$ cat src/hw/uart_irq_regs.vh
`ifndef UART_IRQ_REGS_VH
`define UART_IRQ_REGS_VH

// Register byte offsets
`define OFS_DATA_PORT     8'h00
`define OFS_IRQ_ENABLE    8'h04
`define OFS_IRQ_STATUS    8'h08
`define OFS_FIFO_STATUS   8'h0c
`define OFS_MODEM_STATUS  8'h10
`define OFS_FIFO_CTRL     8'h14
`define OFS_TIMEOUT       8'h20

// Enable bit positions
`define EN_RDA            0
`define EN_THRE           1
`define EN_RLS            2
`define EN_MODEM          3
`define EN_TOUT           4
`define EN_BUFERR         8

// Status flag positions; indicators sit 8 bits above each flag
`define ST_RDA            0
`define ST_THRE           1
`define ST_RLS            2
`define ST_MODEM          3
`define ST_TOUT           4
`define ST_BUFERR         5
`define ST_IND_SHIFT      8

// FIFO status bit positions
`define FS_RX_OVF         0
`define FS_ADDR_DET       3
`define FS_PARITY         4
`define FS_FRAMING        5
`define FS_BREAK          6
`define FS_TX_OVF         24

// Modem status bit positions
`define MS_CTS_DET        0
`define MS_CTS_STATE      4

// FIFO control fields
`define FC_TRIG_LSB       4
`define FC_TRIG_MSB       7
`define FC_RS485          8

// Time-out compare field
`define TO_CMP_MSB        7

// Reset values
`define RST_IRQ_ENABLE    9'h000
`define RST_TRIG_LEVEL    4'h1
`define RST_TIMEOUT_CMP   8'h00

`endif

$ cat src/hw/uart_irq_status.v
// Notes on behaviour
// Buffer error set by either FIFO overflow
// Buffer error interrupt when flag and enable
// Buffer error clears once both overflows cleared
// Time-out set: data held, idle, counter matches
// Time-out clears on data read while receiving
// Time-out interrupt when flag and enable
// Modem flag set on clear-to-send change
// Modem interrupt when flag and enable
// Modem flag clears with change-detect write-one
// Line status set by break, framing, parity
// RS-485 address byte sets line status too
// Normal mode: clears when three errors clear
// RS-485: clears when four flags clear
// Line status interrupt when flag and enable
// Holding empty set when last word shifts
// Holding empty clears on data write
// Holding empty interrupt when flag and enable
// Data available set when count equals trigger
// Data available clears when count below trigger
// Data available interrupt when flag and enable
// Counter restarts on new word, counts baud
// Indicator equals flag AND enable per source
// All source flags clocked, cleared by reset

`timescale 1ns/1ps
`default_nettype none
`include "uart_irq_regs.vh"

module uart_irq_status (
  input  wire        ref_clk,
  input  wire        rst_n,
  // Register port
  input  wire [7:0]  reg_addr,
  input  wire [31:0] reg_wdata,
  input  wire        reg_wr,
  input  wire        reg_rd,
  output reg  [31:0] reg_rdata,
  // Receive side status from the UART datapath
  input  wire [4:0]  rx_fifo_count,
  input  wire [7:0]  rx_fifo_data,
  input  wire        rx_fifo_push,
  input  wire        rx_active,
  input  wire        rx_overflow_event,
  input  wire        parity_error_event,
  input  wire        framing_error_event,
  input  wire        break_event,
  input  wire        address_byte_event,
  input  wire        baud_tick,
  // Transmit side status
  input  wire        tx_overflow_event,
  input  wire        tx_shift_load,
  input  wire        tx_fifo_empty,
  // Modem pin
  input  wire        clear_to_send_input_n,
  // Data port strobes toward the FIFOs
  output wire        rx_read_strobe,
  output wire        tx_write_strobe,
  output reg  [7:0]  tx_write_data,
  // Per-source interrupt lines
  output wire        rda_irq,
  output wire        thre_irq,
  output wire        rls_irq,
  output wire        modem_irq,
  output wire        timeout_irq,
  output wire        buffer_error_irq
);

  ////////////////////////////////////////////////////////////////////////////
  // Declarations

  reg  [8:0] irq_enable;
  reg  [3:0] rx_fifo_trigger_level;
  reg        rs485_mode;
  reg  [7:0] timeout_compare_value;
  reg  [7:0] timeout_count;

  reg        rx_fifo_overflow_flag;
  reg        tx_fifo_overflow_flag;
  reg        parity_error_flag;
  reg        framing_error_flag;
  reg        break_detect_flag;
  reg        address_byte_detect_flag;
  reg        clear_to_send_change_detect;
  reg        rx_timeout_flag;
  reg        tx_holding_empty_flag;
  reg        rx_data_available_flag;

  reg        cts_meta;
  reg        cts_sync;
  reg        cts_last;

  wire       buffer_error_flag;
  wire       rx_line_status_flag;
  wire       modem_change_flag;
  wire       cts_changed;
  wire [5:0] flags;
  wire [5:0] indicators;
  wire       wr_fifo_status;
  wire       wr_modem_status;
  wire       timeout_hit;
  wire [7:0] timeout_count_inc;
  wire [4:0] trig_level_ext;

  reg  [31:0] next_rdata;

  ////////////////////////////////////////////////////////////////////////////
  // Data port strobes

  // A read of the data port pops the receive FIFO; a write pushes transmit.
  // Both strobes are combinational so the FIFOs act in the same cycle as
  // the register access; a registered strobe would let a back-to-back
  // read see the old head byte.
  assign rx_read_strobe  = reg_rd && (reg_addr == `OFS_DATA_PORT);
  assign tx_write_strobe = reg_wr && (reg_addr == `OFS_DATA_PORT);

  // Write data held in a flop so the FIFO sees a stable byte
  always @(posedge ref_clk or negedge rst_n) begin
    if (!rst_n) begin
      tx_write_data <= 8'h00;
    end else if (tx_write_strobe) begin
      tx_write_data <= reg_wdata[7:0];
    end
  end

  ////////////////////////////////////////////////////////////////////////////
  // Configuration registers

  // Enables, trigger level, RS-485 mode and time-out compare value.
  // Writes to unmapped offsets and to the status word fall through the
  // default branch and change nothing; the status word is read-only.
  // A new trigger level takes effect at the next edge, so the data
  // available flag may move one cycle after the write.
  always @(posedge ref_clk or negedge rst_n) begin
    if (!rst_n) begin
      irq_enable            <= `RST_IRQ_ENABLE;
      rx_fifo_trigger_level <= `RST_TRIG_LEVEL;
      rs485_mode            <= 1'b0;
      timeout_compare_value <= `RST_TIMEOUT_CMP;
    end else if (reg_wr) begin
      case (reg_addr)
        `OFS_IRQ_ENABLE: begin
          irq_enable <= reg_wdata[8:0];
        end
        `OFS_FIFO_CTRL: begin
          rx_fifo_trigger_level <= reg_wdata[`FC_TRIG_MSB:`FC_TRIG_LSB];
          rs485_mode            <= reg_wdata[`FC_RS485];
        end
        `OFS_TIMEOUT: begin
          timeout_compare_value <= reg_wdata[`TO_CMP_MSB:0];
        end
        default: begin
        end
      endcase
    end
  end

  ////////////////////////////////////////////////////////////////////////////
  // Clear-to-send synchroniser and change detect

  // Pin is asynchronous; the edge detector compares the second and third stages only.
  // All three stages reset high to match the idle level of the pin, so no
  // false change is flagged when reset is released with the pin idle.
  // A pin held low through reset is reported as a change a few edges later.
  always @(posedge ref_clk or negedge rst_n) begin
    if (!rst_n) begin
      cts_meta <= 1'b1;
      cts_sync <= 1'b1;
      cts_last <= 1'b1;
    end else begin
      cts_meta <= clear_to_send_input_n;
      cts_sync <= cts_meta;
      cts_last <= cts_sync;
    end
  end

  assign cts_changed = cts_sync ^ cts_last;

  ////////////////////////////////////////////////////////////////////////////
  // Sticky source flags, cleared by writing one

  assign wr_fifo_status  = reg_wr && (reg_addr == `OFS_FIFO_STATUS);
  assign wr_modem_status = reg_wr && (reg_addr == `OFS_MODEM_STATUS);

  // An event in the clearing cycle wins, so no overflow or error is lost.
  // Every flag clears only on a one in its own bit of the write, so
  // software can clear one source without racing the others.
  // The status word itself has no clear path: it only mirrors these flags.
  always @(posedge ref_clk or negedge rst_n) begin
    if (!rst_n) begin
      rx_fifo_overflow_flag       <= 1'b0;
      tx_fifo_overflow_flag       <= 1'b0;
      parity_error_flag           <= 1'b0;
      framing_error_flag          <= 1'b0;
      break_detect_flag           <= 1'b0;
      address_byte_detect_flag    <= 1'b0;
      clear_to_send_change_detect <= 1'b0;
    end else begin
      rx_fifo_overflow_flag <= rx_overflow_event |
        (rx_fifo_overflow_flag & ~(wr_fifo_status & reg_wdata[`FS_RX_OVF]));
      tx_fifo_overflow_flag <= tx_overflow_event |
        (tx_fifo_overflow_flag & ~(wr_fifo_status & reg_wdata[`FS_TX_OVF]));
      parity_error_flag <= parity_error_event |
        (parity_error_flag & ~(wr_fifo_status & reg_wdata[`FS_PARITY]));
      framing_error_flag <= framing_error_event |
        (framing_error_flag & ~(wr_fifo_status & reg_wdata[`FS_FRAMING]));
      break_detect_flag <= break_event |
        (break_detect_flag & ~(wr_fifo_status & reg_wdata[`FS_BREAK]));
      // Address bytes only count in RS-485 mode
      address_byte_detect_flag <= (rs485_mode & address_byte_event) |
        (address_byte_detect_flag & ~(wr_fifo_status & reg_wdata[`FS_ADDR_DET]));
      clear_to_send_change_detect <= cts_changed |
        (clear_to_send_change_detect & ~(wr_modem_status & reg_wdata[`MS_CTS_DET]));
    end
  end

  ////////////////////////////////////////////////////////////////////////////
  // Derived read-only flags

  // Buffer error follows the two overflow flags and has no state of its own
  assign buffer_error_flag = rx_fifo_overflow_flag | tx_fifo_overflow_flag;

  // Address detect only contributes in RS-485 mode, so a stale one is masked
  assign rx_line_status_flag = break_detect_flag | framing_error_flag | parity_error_flag |
                               (rs485_mode & address_byte_detect_flag);

  assign modem_change_flag = clear_to_send_change_detect;

  ////////////////////////////////////////////////////////////////////////////
  // Receive time-out counter

  // Counter stops at the compare value so the flag is raised only once.
  // A compare value of zero never fires: the counter already sits there.
  // The count is in baud periods, so the wait scales with the line rate;
  // a small compare value can fire while a character is still arriving.
  assign timeout_count_inc = timeout_count + 8'h01;
  assign timeout_hit = baud_tick && !rx_fifo_push && (rx_fifo_count != 5'h00) &&
                       (timeout_count != timeout_compare_value) &&
                       (timeout_count_inc == timeout_compare_value);

  always @(posedge ref_clk or negedge rst_n) begin
    if (!rst_n) begin
      timeout_count <= 8'h00;
    end else if (rx_fifo_push) begin
      timeout_count <= 8'h00;
    end else if (baud_tick && (timeout_count != timeout_compare_value)) begin
      timeout_count <= timeout_count_inc;
    end
  end

  // Cleared by a data read while receiving or by the FIFO running empty.
  // A hit in the same cycle as a clear wins, so a time-out is never lost.
  // A read with the receiver idle leaves the flag alone.
  always @(posedge ref_clk or negedge rst_n) begin
    if (!rst_n) begin
      rx_timeout_flag <= 1'b0;
    end else if (timeout_hit) begin
      rx_timeout_flag <= 1'b1;
    end else if ((rx_read_strobe && rx_active) || (rx_fifo_count == 5'h00)) begin
      rx_timeout_flag <= 1'b0;
    end
  end

  ////////////////////////////////////////////////////////////////////////////
  // Transmit holding empty

  // Set when the final word leaves for the shifter; set wins over a write.
  // The empty level is taken in the same cycle as the load pulse, so a
  // load that leaves words behind does not raise the flag.
  always @(posedge ref_clk or negedge rst_n) begin
    if (!rst_n) begin
      tx_holding_empty_flag <= 1'b0;
    end else if (tx_shift_load && tx_fifo_empty) begin
      tx_holding_empty_flag <= 1'b1;
    end else if (tx_write_strobe) begin
      tx_holding_empty_flag <= 1'b0;
    end
  end

  ////////////////////////////////////////////////////////////////////////////
  // Receive data available

  assign trig_level_ext = {1'b0, rx_fifo_trigger_level};

  // Above the trigger level the flag holds its last value.
  // The level is a direct byte count; a level of zero keeps the flag set
  // for good, since the count can never drop below it.
  // The level is widened by one bit to compare against the five-bit count.
  always @(posedge ref_clk or negedge rst_n) begin
    if (!rst_n) begin
      rx_data_available_flag <= 1'b0;
    end else if (rx_fifo_count == trig_level_ext) begin
      rx_data_available_flag <= 1'b1;
    end else if (rx_fifo_count < trig_level_ext) begin
      rx_data_available_flag <= 1'b0;
    end
  end

  ////////////////////////////////////////////////////////////////////////////
  // Interrupt indicators

  assign flags = {buffer_error_flag, rx_timeout_flag, modem_change_flag,
                  rx_line_status_flag, tx_holding_empty_flag, rx_data_available_flag};

  // Each indicator is its flag gated by the matching enable.
  // The buffer error enable sits apart from the others in the enable word,
  // so it is gathered next to the low five enables here.
  // Indicators are combinational from flops, so they follow an enable
  // write in the cycle after it with no extra delay.
  assign indicators = flags & {irq_enable[`EN_BUFERR], irq_enable[`EN_TOUT:`EN_RDA]};

  assign rda_irq          = indicators[`ST_RDA];
  assign thre_irq         = indicators[`ST_THRE];
  assign rls_irq          = indicators[`ST_RLS];
  assign modem_irq        = indicators[`ST_MODEM];
  assign timeout_irq      = indicators[`ST_TOUT];
  assign buffer_error_irq = indicators[`ST_BUFERR];

  ////////////////////////////////////////////////////////////////////////////
  // Read path

  // Read data are valid only in the cycle after the strobe, zero otherwise.
  // Unmapped offsets read as zero. The decode is combinational and the
  // result is registered below, which keeps the read data off any
  // combinational path to the bus.
  always @* begin
    next_rdata = 32'h0000_0000;
    case (reg_addr)
      `OFS_DATA_PORT: begin
        next_rdata[7:0] = rx_fifo_data;
      end
      `OFS_IRQ_ENABLE: begin
        next_rdata[8:0] = irq_enable;
      end
      `OFS_IRQ_STATUS: begin
        next_rdata[5:0]  = flags;
        next_rdata[13:8] = indicators;
      end
      `OFS_FIFO_STATUS: begin
        next_rdata[`FS_RX_OVF]   = rx_fifo_overflow_flag;
        next_rdata[`FS_ADDR_DET] = address_byte_detect_flag;
        next_rdata[`FS_PARITY]   = parity_error_flag;
        next_rdata[`FS_FRAMING]  = framing_error_flag;
        next_rdata[`FS_BREAK]    = break_detect_flag;
        next_rdata[`FS_TX_OVF]   = tx_fifo_overflow_flag;
      end
      `OFS_MODEM_STATUS: begin
        next_rdata[`MS_CTS_DET]   = clear_to_send_change_detect;
        next_rdata[`MS_CTS_STATE] = cts_sync;
      end
      `OFS_FIFO_CTRL: begin
        next_rdata[`FC_TRIG_MSB:`FC_TRIG_LSB] = rx_fifo_trigger_level;
        next_rdata[`FC_RS485]                 = rs485_mode;
      end
      `OFS_TIMEOUT: begin
        next_rdata[`TO_CMP_MSB:0] = timeout_compare_value;
      end
      default: begin
        next_rdata = 32'h0000_0000;
      end
    endcase
  end

  always @(posedge ref_clk or negedge rst_n) begin
    if (!rst_n) begin
      reg_rdata <= 32'h0000_0000;
    end else if (reg_rd) begin
      reg_rdata <= next_rdata;
    end else begin
      reg_rdata <= 32'h0000_0000;
    end
  end

endmodule // uart_irq_status

`default_nettype wire

$ cat config.mk
export PLATFORM = sky130hd
export DESIGN_NAME = uart_irq_status
export DESIGN_NICKNAME = d
export VERILOG_FILES = /design/src/hw/uart_irq_status.v
export VERILOG_INCLUDE_DIRS = /design/src /design/src/hw
export SDC_FILE = /design/constraint.sdc
export NUM_CORES = 1
export LEC_CHECK = 0
export BUFFER_PORTS_ARGS = -buffer_cell sky130_fd_sc_hd__buf_4
export CAP_MARGIN = 25
export CORE_UTILIZATION = 45
export DETAILED_ROUTE_END_ITERATION = 10
export PLACE_DENSITY = 0.8
export RECOVER_POWER = 25
export SLEW_MARGIN = 5
export SYNTH_ARGS = -nofsm -noshare
export SYNTH_HDL_FRONTEND = slang
export SYNTH_SLANG_ARGS = --single-unit
$ cat constraint.sdc
create_clock -name ref_clk -period 3.1 [get_ports ref_clk]
set_input_delay 0.155 -clock ref_clk [delete_from_list [all_inputs] [get_ports ref_clk]]
set_output_delay 0.155 -clock ref_clk [all_outputs]
set_load 0.02 [all_outputs]
Yosys cells after proc, flatten, opt, wreduce, memory -nomap -nowiden
Index checks and enable logic that the tools add are counted.
{"block": "totals", "wordCells": 109, "in_bits": 69, "regBits": 83}
{"block": "classes", "n_addsub": 1, "bitwise": 36, "magnitude_cmp": 1, "reduce_logical": 23, "n_mux": 19, "eq_ne": 9}
{"operator": "$mux 25", "count": 1}
{"operator": "$and 1x1->1", "count": 16}
{"operator": "$eq 8x4->1 const B", "count": 2}
{"operator": "$eq 8x5->1 const B", "count": 2}
{"operator": "$mux 8", "count": 2}
{"operator": "$pmux 1 s6", "count": 2}
{"operator": "$logic_and 1x1->1", "count": 11}
{"operator": "$or 1x1->1", "count": 11}
{"operator": "$pmux 1 s5", "count": 2}
{"operator": "$add 8x1->8 const B", "count": 1}
{"operator": "$eq 8x3->1 const B", "count": 1}
{"operator": "$eq 8x6->1 const B", "count": 1}
{"operator": "$eq 8x8->1", "count": 1}
{"operator": "$logic_not 8->1", "count": 1}
{"operator": "$ne 8x8->1", "count": 1}
{"operator": "$pmux 2 s4", "count": 1}
{"operator": "$reduce_bool 2->1", "count": 4}
{"operator": "$mux 1", "count": 7}
{"operator": "$not 1->1", "count": 7}
{"operator": "$pmux 1 s7", "count": 1}
{"operator": "$and 6x6->6", "count": 1}
{"operator": "$reduce_and 2->1", "count": 3}
{"operator": "$eq 5x4->1", "count": 1}
{"operator": "$logic_not 5->1", "count": 1}
{"operator": "other kinds (8)", "count": 8}

Logic depth before layout (Yosys ltp)
Gate-level depths: netlist of the first run.
{"block": "logic_depth", "ltp_word": 6, "ltp_mapped": 7, "depth_no_buf": 6}

Worst setup path before layout of the first run
Ideal clock, no wire load.
{"block": "synth_timing", "path_type": "register to register", "start": "reg timeout_count[4]", "end": "reg timeout_count[6]", "setup_ns": 0.078, "slack_ns": 1.494, "n_path_buf": 1, "arrival_ns": 1.528, "path_stages_with_launch": 7, "t_required_ns": 3.022, "cell_sequence": "dfrtp_1 > buf_6 > xnor2_2 > nand4_1 > o21ai_2 > or4_1 > a21oi_1"}
{"block": "synth_via", "elab_chain_cells": 3}
{"element": "from (decl)", "line": "uart_irq_status.v:76", "text": "reg [7:0] timeout_count;"}
{"element": "from (signal assigned)", "line": "uart_irq_status.v:247", "text": "timeout_count <= timeout_count_inc;"}
{"element": "$add 8x1->8 / $ne 8x8->1 (equally long branches)", "line": "uart_irq_status.v:236, uart_irq_status.v:246"}
{"element": "$mux 8 / $logic_and 1x1->1 (equally long branches)", "line": "uart_irq_status.v:246", "text": "end else if (baud_tick && (timeout_count != timeout_compare_value)) begin"}
{"element": "$mux 8 / $reduce_bool 2->1 (equally long branches)"}
Parallel ways exist; a longest one is shown, timed or not. The select of a mux whose other input is x is not followed.
A chain may end at the register's enable or synchronous reset.

Worst setup path in the final report of the first run
{"block": "layout_timing", "start": "in reg_addr[5]", "end": "out tx_write_strobe"}
{"block": "layout_via", "elab_chain_cells": 2}
{"element": "from (decl)", "line": "uart_irq_status.v:34", "text": "input wire [7:0] reg_addr,"}
{"element": "$logic_not 8->1"}
{"element": "$logic_and 1x1->1", "line": "uart_irq_status.v:115", "text": "assign tx_write_strobe = reg_wr && (reg_addr == `OFS_DATA_PORT);"}
{"element": "to (decl)", "line": "uart_irq_status.v:58", "text": "output wire tx_write_strobe,"}
Every way passes these cells.

==> metrics.txt, run 1 <==
Final nets 484; max cap viols 1; combinational share of power 0.150; Starting Density 0.465; Worst Hold Endpoint rx_fifo_overflow_flag; TNS Setup 0 ns; CP endpoint kind output pin; drt wl/cell 16.9 um; failing checks capacitance limit, slew limit; input/output buffers 77; period utilization 0.699; full die area 8340 um2; Final Hold Fails 0; H-Tree Depth 3; clk_lat worst skew 0.34 ns; worst r2r dst reg_rdata[2]; Ports 117; DRC viols 0; first-pass GRT wire length 14.1 mm; total grt overflow 0; status finished, violations left; hpwl dp 6.56 mm; RSZ-0062 raised after global routing false; CP Max Fanout 9; Post-synth EDFFs 0; P&R area growth vs syn 19.2%; VDD IR-drop max 0.000307 V; Clock power frac 0.368; Yosys cell types 63; # resized after CTS 0; yosys warns 0; Seq/Total Area, Yosys 0.461; Fillers 728; vias in the first global route 2,783; crit path launch type input port; Power Density 458 nW/um2; clock sinks 66; Post-Syn Instances 329; FF-to-FF setup slack 1.25 ns; Rows 32; Tot Pwr 1.96 mW; Rel. slew slack -0.0780; Final Max Slew Viols 67; ANT cells 0; initial antenna violation count 0; Leak 1.96 nW; Tmin final 2.17 ns; Int Pwr 1.43 mW; cts hold-fix bufs 5; multi-input logic area 1720 um2; largest net degree at the start of global routing 67; Mean Syn Cell Area 10.9 um2; share of layout cells above drive strength 1 0.289; TritonCTS clock tree built; DRT iter0 DRCs 125; critical hold path startpoint rx_overflow_event; Worst EP arrival 2.01 ns; Register Area 1660 um2; # setup viols final 0; DIE WIDTH 91.3 um; Async S/R FF share, synth 1.00; die extent in y 91.3 um; Setup Buffers After CTS 0; share of power burned in registers 0.483; synthesized area 3590 um2; Switching Share 0.272; drt first pass iters 4; Worst Clk Skew 0.0142 ns; GR Util All Layers 0.222; Data required, critical path 2.94 ns; fmax 461 MHz; Via density 5.38; critical path type in -> out; Reg2Reg Depth 4; Worst Tran Pin Value 1.62 ns; placer congestion estimate 0.888; antenna-violating nets left 0; CTS max path bufs 2; via count 2,779; hold depth 2; routed wire length 8.72 mm; Post-Place Cell Area 4160 um2; min-delay worst type in -> reg; register bit total from synthesis 66; CTS root buf clkbuf_8; Post-synth top flop dfrtp_1; CTS Buf Count 9; cell area after layout 4280 um2; core footprint 7730 um2; clock-pin slew on the worst setup and hold paths 0.07 ns; worst r2r src rs485_mode; Net Switching 0.534 mW
critical path: stages:
cell and delay, ns:
clkbuf_1 0.16, or3_4 0.42, nor3_1 0.66, nand3_4 0.30, inv_1 0.16, buf_4 0.15
area by class of cell:
cell class	instances	share of cell area
Timing Repair Buffer	83	0.127
Multi-Input combinational cell	240	0.402
Clock inverter	5	0.0129
Tap cell	102	0.0298
Clock buffer	11	0.0330
Inverter	10	0.00877
Sequential cell	66	0.387
state kept, by name, indices dropped and copies added, names as in the netlist, 4 cells and up:
signal and flops:
reg_rdata 15, irq_enable 9, timeout_compare_value 8, timeout_count 8, tx_write_data 8, rx_fifo_trigger_level 4
metrics by stage:
stage / util / setup slack (ns) / hold slack, ns / instances
6_report: 0.554 / 0.932 / 0.00677 / 517
5_1_grt: 0.554 / 0.765 / 0.00161 / 517
4_1_cts: 0.571 / 0.968 / 0.000947 / 517
3_5_place_dp: 0.539 / 1.28 / 0.266 / 496
3_3_place_gp: 0.539 / 1.32 / 0.265 / 496
2_1_floorplan: - / 1.49 / -0.141 / 345
layout by cell type, fill, tap and decap left out, drive strengths merged, types with 4 or more instances in the layout:
cell type,instances
dfrtp,62
buf,52
clkbuf,37
nand2,36
mux2,32
nor2,17
conb,17
o21ai,13
nand3,11
xnor2,11
inv,10
nor2b,8
a21o,6
xor2,6
nor3,6
a21oi,5
and3,5
ha,5
dlygate4sd3,5
and2,5
nand2b,4
mux2i,4
dfstp,4
nand4,4
how the worst max path moves through the flow:
| stage | from | to | slack, ns | depth (start not counted) |
|---|---|---|---|---|
| after floorplan | timeout_count[4] | timeout_count[6] | 1.49 | 6 |
| after global placement | rs485_mode | reg_rdata[2] | 1.32 | 4 |
| after detailed placement | rs485_mode | reg_rdata[2] | 1.28 | 4 |
| after CTS | rs485_mode | rls_irq | 0.97 | 3 |
| after global routing | reg_addr[5] | tx_write_strobe | 0.77 | 6 |
| final | reg_addr[5] | tx_write_strobe | 0.93 | 6 |
routing by layer:
metal	up-vias	GRT usage	wire, um
met5	-	0	0
met4	0	0.0926	167
met3	17	0.0410	517
met2	104	0.355	4170
met1	1354	0.295	3870
li1	1304	-	-
synthesized netlist by cell type (3+ instances only):
| cell type | number | area share |
|---|---|---|
| xor2_1 | 6 | 0.015 |
| inv_1 | 10 | 0.010 |
| a21oi_1 | 5 | 0.0070 |
| and2_1 | 4 | 0.0070 |
| mux4_2 | 3 | 0.019 |
| a32oi_1 | 3 | 0.0073 |
| a21boi_0 | 3 | 0.0063 |
| dfrtp_1 | 62 | 0.43 |
| o211ai_1 | 3 | 0.0063 |
| nor2_1 | 17 | 0.018 |
| and3_1 | 5 | 0.0087 |
| mux2_2 | 32 | 0.10 |
| xnor2_1 | 9 | 0.022 |
| o21ai_0 | 12 | 0.017 |
| ha_1 | 5 | 0.017 |
| mux2i_1 | 4 | 0.011 |
| buf_4 | 21 | 0.044 |
| nand2_1 | 36 | 0.038 |
| buf_2 | 4 | 0.0056 |
| nor2b_1 | 8 | 0.014 |
| nand2b_1 | 4 | 0.0070 |
| clkbuf_1 | 3 | 0.0031 |
| dfstp_2 | 4 | 0.029 |
| a21o_1 | 6 | 0.013 |
| or4_1 | 3 | 0.0063 |
| nand3_1 | 9 | 0.013 |
| nor3_2 | 3 | 0.0084 |
cells by family after synthesis:
| group | Yosys count | share of synthesized area |
|---|---|---|
| AOI/OAI and AO/OA | 52 | 0.102 |
| xor gates and xnor gates | 17 | 0.0456 |
| adders and majority gates | 5 | 0.0174 |
| buffers and inverters | 39 | 0.0662 |
| DFF | 66 | 0.461 |
| muxes | 39 | 0.130 |
| other | 1 | 0.00104 |
| and+or+nand+nor | 110 | 0.176 |
power by group through the flow:
stage               combinational, mW  clock [mW]  sequential [mW]
floorplan                       0.190           0            0.954
global placement                0.293           0            0.960
detailed placement              0.298           0            0.961
CTS                             0.305       0.730            0.945
global route                    0.323       0.762            0.952
finish                          0.293       0.720            0.946
Power figures use the tool's default switching activity.
==> run 2, diff against run 1 <==
==> constraint.sdc (replaced) <==
create_clock -name ref_clk -period 2 [get_ports ref_clk]
set_input_delay 0.1 -clock ref_clk [delete_from_list [all_inputs] [get_ports ref_clk]]
set_output_delay 0.1 -clock ref_clk [all_outputs]
set_load 0.02 [all_outputs]
==> run 2 against run 1 <==
  * The run now ends clean
  * Final area up 2.9%
  * Worst setup slack worse by 0.76 ns
  * Sequential power increased by 55%
  * Core utilization is 1.6 points higher
  * Register-to-register slack worse by 1.1 ns
  * Highest routed layer unchanged
  * First-iteration DRC count rose by 110%
  * Largest cell class unchanged
  * Critical endpoint is now rx_timeout_flag
  * Via count rose by 1.7%
  * Critical path type is now reg -> reg
  * Count of clock-buffer cells in the layout shrank 1
  * Combinational power is 61% higher
==> metrics.txt, run 2 (synthesized netlist as in run 1, its figures left out) <==
commonest cells after routing, fill and taps aside 62 x dfrtp_1, 58 x buf_4, 36 x nand2_1; CP endpoint kind flip-flop; CP peak stage delay 0.42 ns (-0.24 ns); CTS Buf Count 9 (unchanged); GR Util All Layers 0.227 (+0.00565); Worst path slowest cell dfrtp_1; P&R area growth vs syn 22.6%; crit path launch type flip-flop; Rows 32 (unchanged); Ports 117 (unchanged); clock-pin slew on the worst setup and hold paths 0.08 ns (about the same); routed wire length 8.89 mm (+1.9%); largest net degree at the start of global routing 67 (unchanged); commonest non-fill, non-tap cell in the layout dfrtp_1; Leak 2.02 nW (+3.3%); RSZ-0062 raised after global routing false; via count 2,827 (+1.7%); clk_lat worst skew 0.34 ns (about the same); Tmin final 1.82 ns; critical hold path startpoint reg_wdata[7]; Worst Tran Pin Value 0.842 ns (-0.775 ns); initial antenna violation count 0 (unchanged); antenna-violating nets left 0 (unchanged); critical path type reg -> reg; # setup viols final 0 (unchanged); H-Tree Depth 3 (unchanged); input/output buffers 77 (unchanged); first-pass GRT wire length 14.3 mm (+1.7%); Worst EP arrival 2.05 ns (+0.04 ns); worst r2r src timeout_compare_value[6]; Reg2Reg Depth 5 (+1); Post-Place Cell Area 4200 um2 (+0.90%); total grt overflow 0 (unchanged); max cap viols 0 (-1); Setup Buffers After CTS 0 (unchanged); Final nets 496 (+2.5%); Largest register FFs 15 (unchanged); delay-heaviest family, CP compound AO/OA/AOI/OAI gates; core footprint 7730 um2 (unchanged); Rel. slew slack 0.438 (+0.516); share of layout cells above drive strength 1 0.297 (+0.00827); cell area after layout 4400 um2 (+2.9%); CTS root buf clkbuf_8; Largest Register reg_rdata; Starting Density 0.465 (unchanged); Power Density 698 nW/um2 (+52%); DRC viols 0 (unchanged); Tot Pwr 3.07 mW (+57%); min-delay worst type in -> reg; CP Max Fanout 9 (unchanged); drt wl/cell 16.8 um (-0.39%); period utilization 0.911; placer congestion estimate 0.892 (+0.47%); FF-to-FF setup slack 0.18 ns (-1.07 ns); Final Max Slew Viols 0 (-100%); clock sinks 66 (unchanged); crit-path cells xnor2_1 > nand4_2 > o21ai_2 > a211oi_1 > a31o_2; TritonCTS clock tree built; biggest regs reg_rdata (15), irq_enable (9); Worst Hold Endpoint rx_fifo_trigger_level[3]; DRT iter0 DRCs 259 (+110%); Final Hold Fails 0 (unchanged); Via density 5.34 (-0.58%); VDD IR-drop max 0.000340 V (+11%); hold depth 2 (unchanged); fmax 549 MHz; vias in the first global route 2,786 (+0.11%); worst r2r dst rx_timeout_flag; TNS Setup 0 ns (unchanged); hpwl dp 6.51 mm (-0.75%); drt first pass iters 4 (unchanged); Fillers 697 (-4.3%); ANT cells 0 (unchanged); Data required, critical path 2.23 ns (-0.71 ns); DIE WIDTH 91.3 um (unchanged); status finished, final reports clean; die extent in y 91.3 um (unchanged); CTS max path bufs 2 (unchanged); Worst Clk Skew 0.0117 ns (-0.00243 ns); WP buf/inv 0 (-3); full die area 8340 um2 (unchanged)
==> run 2: changes by cell type in the layout (fill, tap and decap cells not counted) <==
cell	change
a2111oi_0	-1
a2111oi_1	+1
buf_4	+6
clkbuf_1	-1
clkbuf_2	-1
clkinv_4	+1
clkinvlp_4	-1
dlygate4sd3_1	+7
inv_6	+1
nor3_1	-1
nor3_2	+1
==> run 2: how the worst max path moves through the flow <==
| stage | end | cells past startpoint | slack (ns) | from |
|---|---|---|---|---|
| 2_1_floorplan | timeout_count[6] | 6 | 0.39 | timeout_count[4] |
| 3_3_place_gp | rx_timeout_flag | 5 | 0.23 | timeout_count[6] |
| 3_5_place_dp | rx_timeout_flag | 5 | 0.23 | timeout_count[6] |
| 4_1_cts | rls_irq | 4 | 0.14 | rs485_mode |
| 5_1_grt | rx_timeout_flag | 5 | 0.08 | timeout_compare_value[6] |
| 6_report | rx_timeout_flag | 5 | 0.18 | timeout_compare_value[6] |
==> run 2: timing repair <==
item                                    CTS  global route
gates resized for setup                   0             1
endpoints found under the setup margin    0             1
hold endpoints to repair                 74             0
hold buffers                             12             0
==> run 2: cell type report <==
cell class	count	area [um2]	area share
Sequential cell	66	1660	0.376
Multi-Input combinational cell	240	1730	0.392
Timing Repair Buffer	95	653	0.148
Tap cell	102	128	0.0290
Clock inverter	6	65.1	0.0148
Clock buffer	10	138	0.0313
Inverter	10	37.5	0.00852
==> run 2: metrics by stage <==
stage | hold slack [ns] | utilization | worst slack, ns | std cells
CTS | 0.00850 | 0.585 | 0.136 | 529
detailed placement | 0.214 | 0.544 | 0.229 | 501
finish | 0.0151 | 0.570 | 0.177 | 529
floorplan | -0.196 | - | 0.394 | 345
global route | 0.00836 | 0.570 | 0.0761 | 529
global placement | 0.211 | 0.544 | 0.234 | 501
==> run 2: per-layer routing <==
layer  GRT usage  routed length (um)
met5           0                   0
met1       0.316                4050
met4      0.0820                 151
met2       0.366                4200
met3      0.0276                 483
==> run 2: where the power goes <==
group | total, mW | leakage (nW) | internal [mW] | switching (mW)
sequential | 1.47 | 0.861 | 1.40 | 0.0673
clock | 1.13 | 0.103 | 0.611 | 0.523
combinational | 0.471 | 1.06 | 0.215 | 0.256
==> run 3, diff against run 2 <==
--- a/config.mk
+++ b/config.mk
@@ -10,6 +10,7 @@
 export CAP_MARGIN = 25
 export CORE_UTILIZATION = 45
 export DETAILED_ROUTE_END_ITERATION = 10
+export HOLD_SLACK_MARGIN = 0.03
 export PLACE_DENSITY = 0.8
 export RECOVER_POWER = 25
 export SLEW_MARGIN = 5
==> run 3 against run 2 <==
  * Combinational power is 2% higher
  * Die area stayed put
  * Clock power hardly changed
  * Sequential power hardly changed
  * Critical path depth stayed put
  * Total power is 0.37% higher
  * Clock skew is 0.00063 ns higher
  * Core utilization is 0.78 points higher
  * Worst hold slack better by 0.027 ns
  * Register-to-register slack hardly changed
  * Via count is 0.60% higher
  * Largest power group unchanged
==> metrics.txt, run 3 (synthesized netlist as in run 1, its figures left out) <==
min-delay worst type in -> reg; via count 2,844 (+0.60%); drt wl/cell 16.9 um (+0.39%); Ports 117 (unchanged); share of layout cells above drive strength 1 0.293 (-0.00412); VDD IR-drop max 0.000342 V (+0.47%); # setup viols final 0 (unchanged); full die area 8340 um2 (unchanged); period utilization 0.912 (about the same); Tmin final 1.82 ns (+0.000987 ns); worst r2r dst rx_timeout_flag; drt first pass iters 5 (+1); crit-path cells xnor2_1 > nand4_2 > o21ai_2 > a211oi_1 > a31o_2; P&R area growth vs syn 24.3%; hpwl dp 6.51 mm (unchanged); critical path type reg -> reg; Reg2Reg Depth 5 (unchanged); TNS Setup 0 ns (unchanged); RSZ-0062 raised after global routing false; Leak 2.05 nW (+1.2%); Worst Hold Endpoint timeout_compare_value[5]; Worst path slowest cell dfrtp_1; Worst EP arrival 2.05 ns (about the same); die extent in y 91.3 um (unchanged); Tot Pwr 3.08 mW (+0.37%); clock-pin slew on the worst setup and hold paths 0.08 ns (about the same); clock sinks 66 (unchanged); CP Max Fanout 9 (unchanged); CP endpoint kind flip-flop; Placed Cells 501 (unchanged); fmax 548 MHz (about the same); hold depth 2 (unchanged); CTS Buf Count 9 (unchanged); CTS max path bufs 2 (unchanged); total grt overflow 0 (unchanged); fin cells 535 (+1.1%); Worst Clk Skew 0.0124 ns (+0.000631 ns); commonest cells after routing, fill and taps aside 62 x dfrtp_1, 58 x buf_4, 36 x nand2_1; Data required, critical path 2.22 ns (about the same); Power Density 691 nW/um2 (-0.98%); Setup Buffers After CTS 0 (unchanged); worst r2r src timeout_compare_value[6]; CP peak stage delay 0.42 ns (about the same); GR Util All Layers 0.229 (+0.00217); H-Tree Depth 3 (unchanged); CTS root buf clkbuf_8; status finished, final reports clean; largest net degree at the start of global routing 67 (unchanged); crit path launch type flip-flop; Largest register FFs 15 (unchanged); DRT iter0 DRCs 257 (-0.77%); Via density 5.32 (-0.53%); Worst Tran Pin Value 0.840 ns (-0.00224 ns); clk_lat worst skew 0.34 ns (about the same); antenna-violating nets left 0 (unchanged); DRC viols 0 (unchanged); vias in the first global route 2,821 (+1.3%); ANT cells 0 (unchanged); max cap viols 0 (unchanged); DIE WIDTH 91.3 um (unchanged); Rel. slew slack 0.440 (+0.00149); commonest non-fill, non-tap cell in the layout dfrtp_1; Final Max Slew Viols 0 (unchanged); Final nets 502 (+1.2%); placer congestion estimate 0.892 (unchanged); FF-to-FF setup slack 0.18 ns (about the same); routed wire length 9.02 mm (+1.5%); Final Hold Fails 0 (unchanged); biggest regs reg_rdata (15), irq_enable (9); TritonCTS clock tree built; core footprint 7730 um2 (unchanged); input/output buffers 77 (unchanged); Largest Register reg_rdata; initial antenna violation count 0 (unchanged); Rows 32 (unchanged); Starting Density 0.465 (unchanged); first-pass GRT wire length 14.5 mm (+1.0%); critical hold path startpoint reg_wdata[5]
-- run 3: metal layers --
metal  part of all wire  up-vias  global-route usage
li1                   -     1343                   -
met2               0.48      111               0.371
met4              0.013        0              0.0820
met3              0.053        7              0.0276
met1               0.45     1383               0.319
met5                  0        -                   0
-- run 3: worst max-delay path by stage --
| stage | slack [ns] | to | startpoint |
|---|---|---|---|
| 2_1_floorplan | 0.39 | timeout_count[6] | timeout_count[4] |
| 5_1_grt | 0.08 | rx_timeout_flag | timeout_compare_value[6] |
| 6_report | 0.18 | rx_timeout_flag | timeout_compare_value[6] |
| 3_3_place_gp | 0.23 | rx_timeout_flag | timeout_count[6] |
| 3_5_place_dp | 0.23 | rx_timeout_flag | timeout_count[6] |
| 4_1_cts | 0.14 | rls_irq | rs485_mode |
-- run 3: timing repair --
action | 4_1_cts | 5_1_grt
gates resized for setup | 0 | 1
endpoints found under the setup margin | 0 | 1
hold endpoints to repair | 93 | 0
hold buffers | 18 | 0
-- run 3: worst max-delay path, delay by kind of cell, from the launching register on --
family	cells	cell delay, ns
compound gates	3	0.76
flops	1	0.42
xor+xnor	1	0.32
simple gates	1	0.21
-- run 3: area by class of cell --
cell class / count / area (um2)
multi-input cells: 240 / 1730
repair buffers: 101 / 713
inverters: 10 / 37.5
fillers: 685 / 3260
flip-flops and latches: 66 / 1660
clock inverters: 6 / 65.1
well taps: 102 / 128
clock buffers: 10 / 138
-- run 3: per-stage QoR --
stage               hold slack (ns)  instance area, um2  setup slack (ns)   util
floorplan                    -0.196                3650             0.394      -
global placement              0.211                4200             0.234  0.544
detailed placement            0.214                4200             0.229  0.544
CTS                          0.0344                4580             0.136  0.593
global route                 0.0346                4460            0.0761  0.578
finish                       0.0422                4460             0.176  0.578
-- run 3: power by group --
part           internal (mW)  switching [mW]  leakage, nW
Combinational          0.223           0.259         1.08
Clock                  0.612           0.524        0.103
Sequential              1.40          0.0680        0.861
Total                   2.23           0.850         2.05
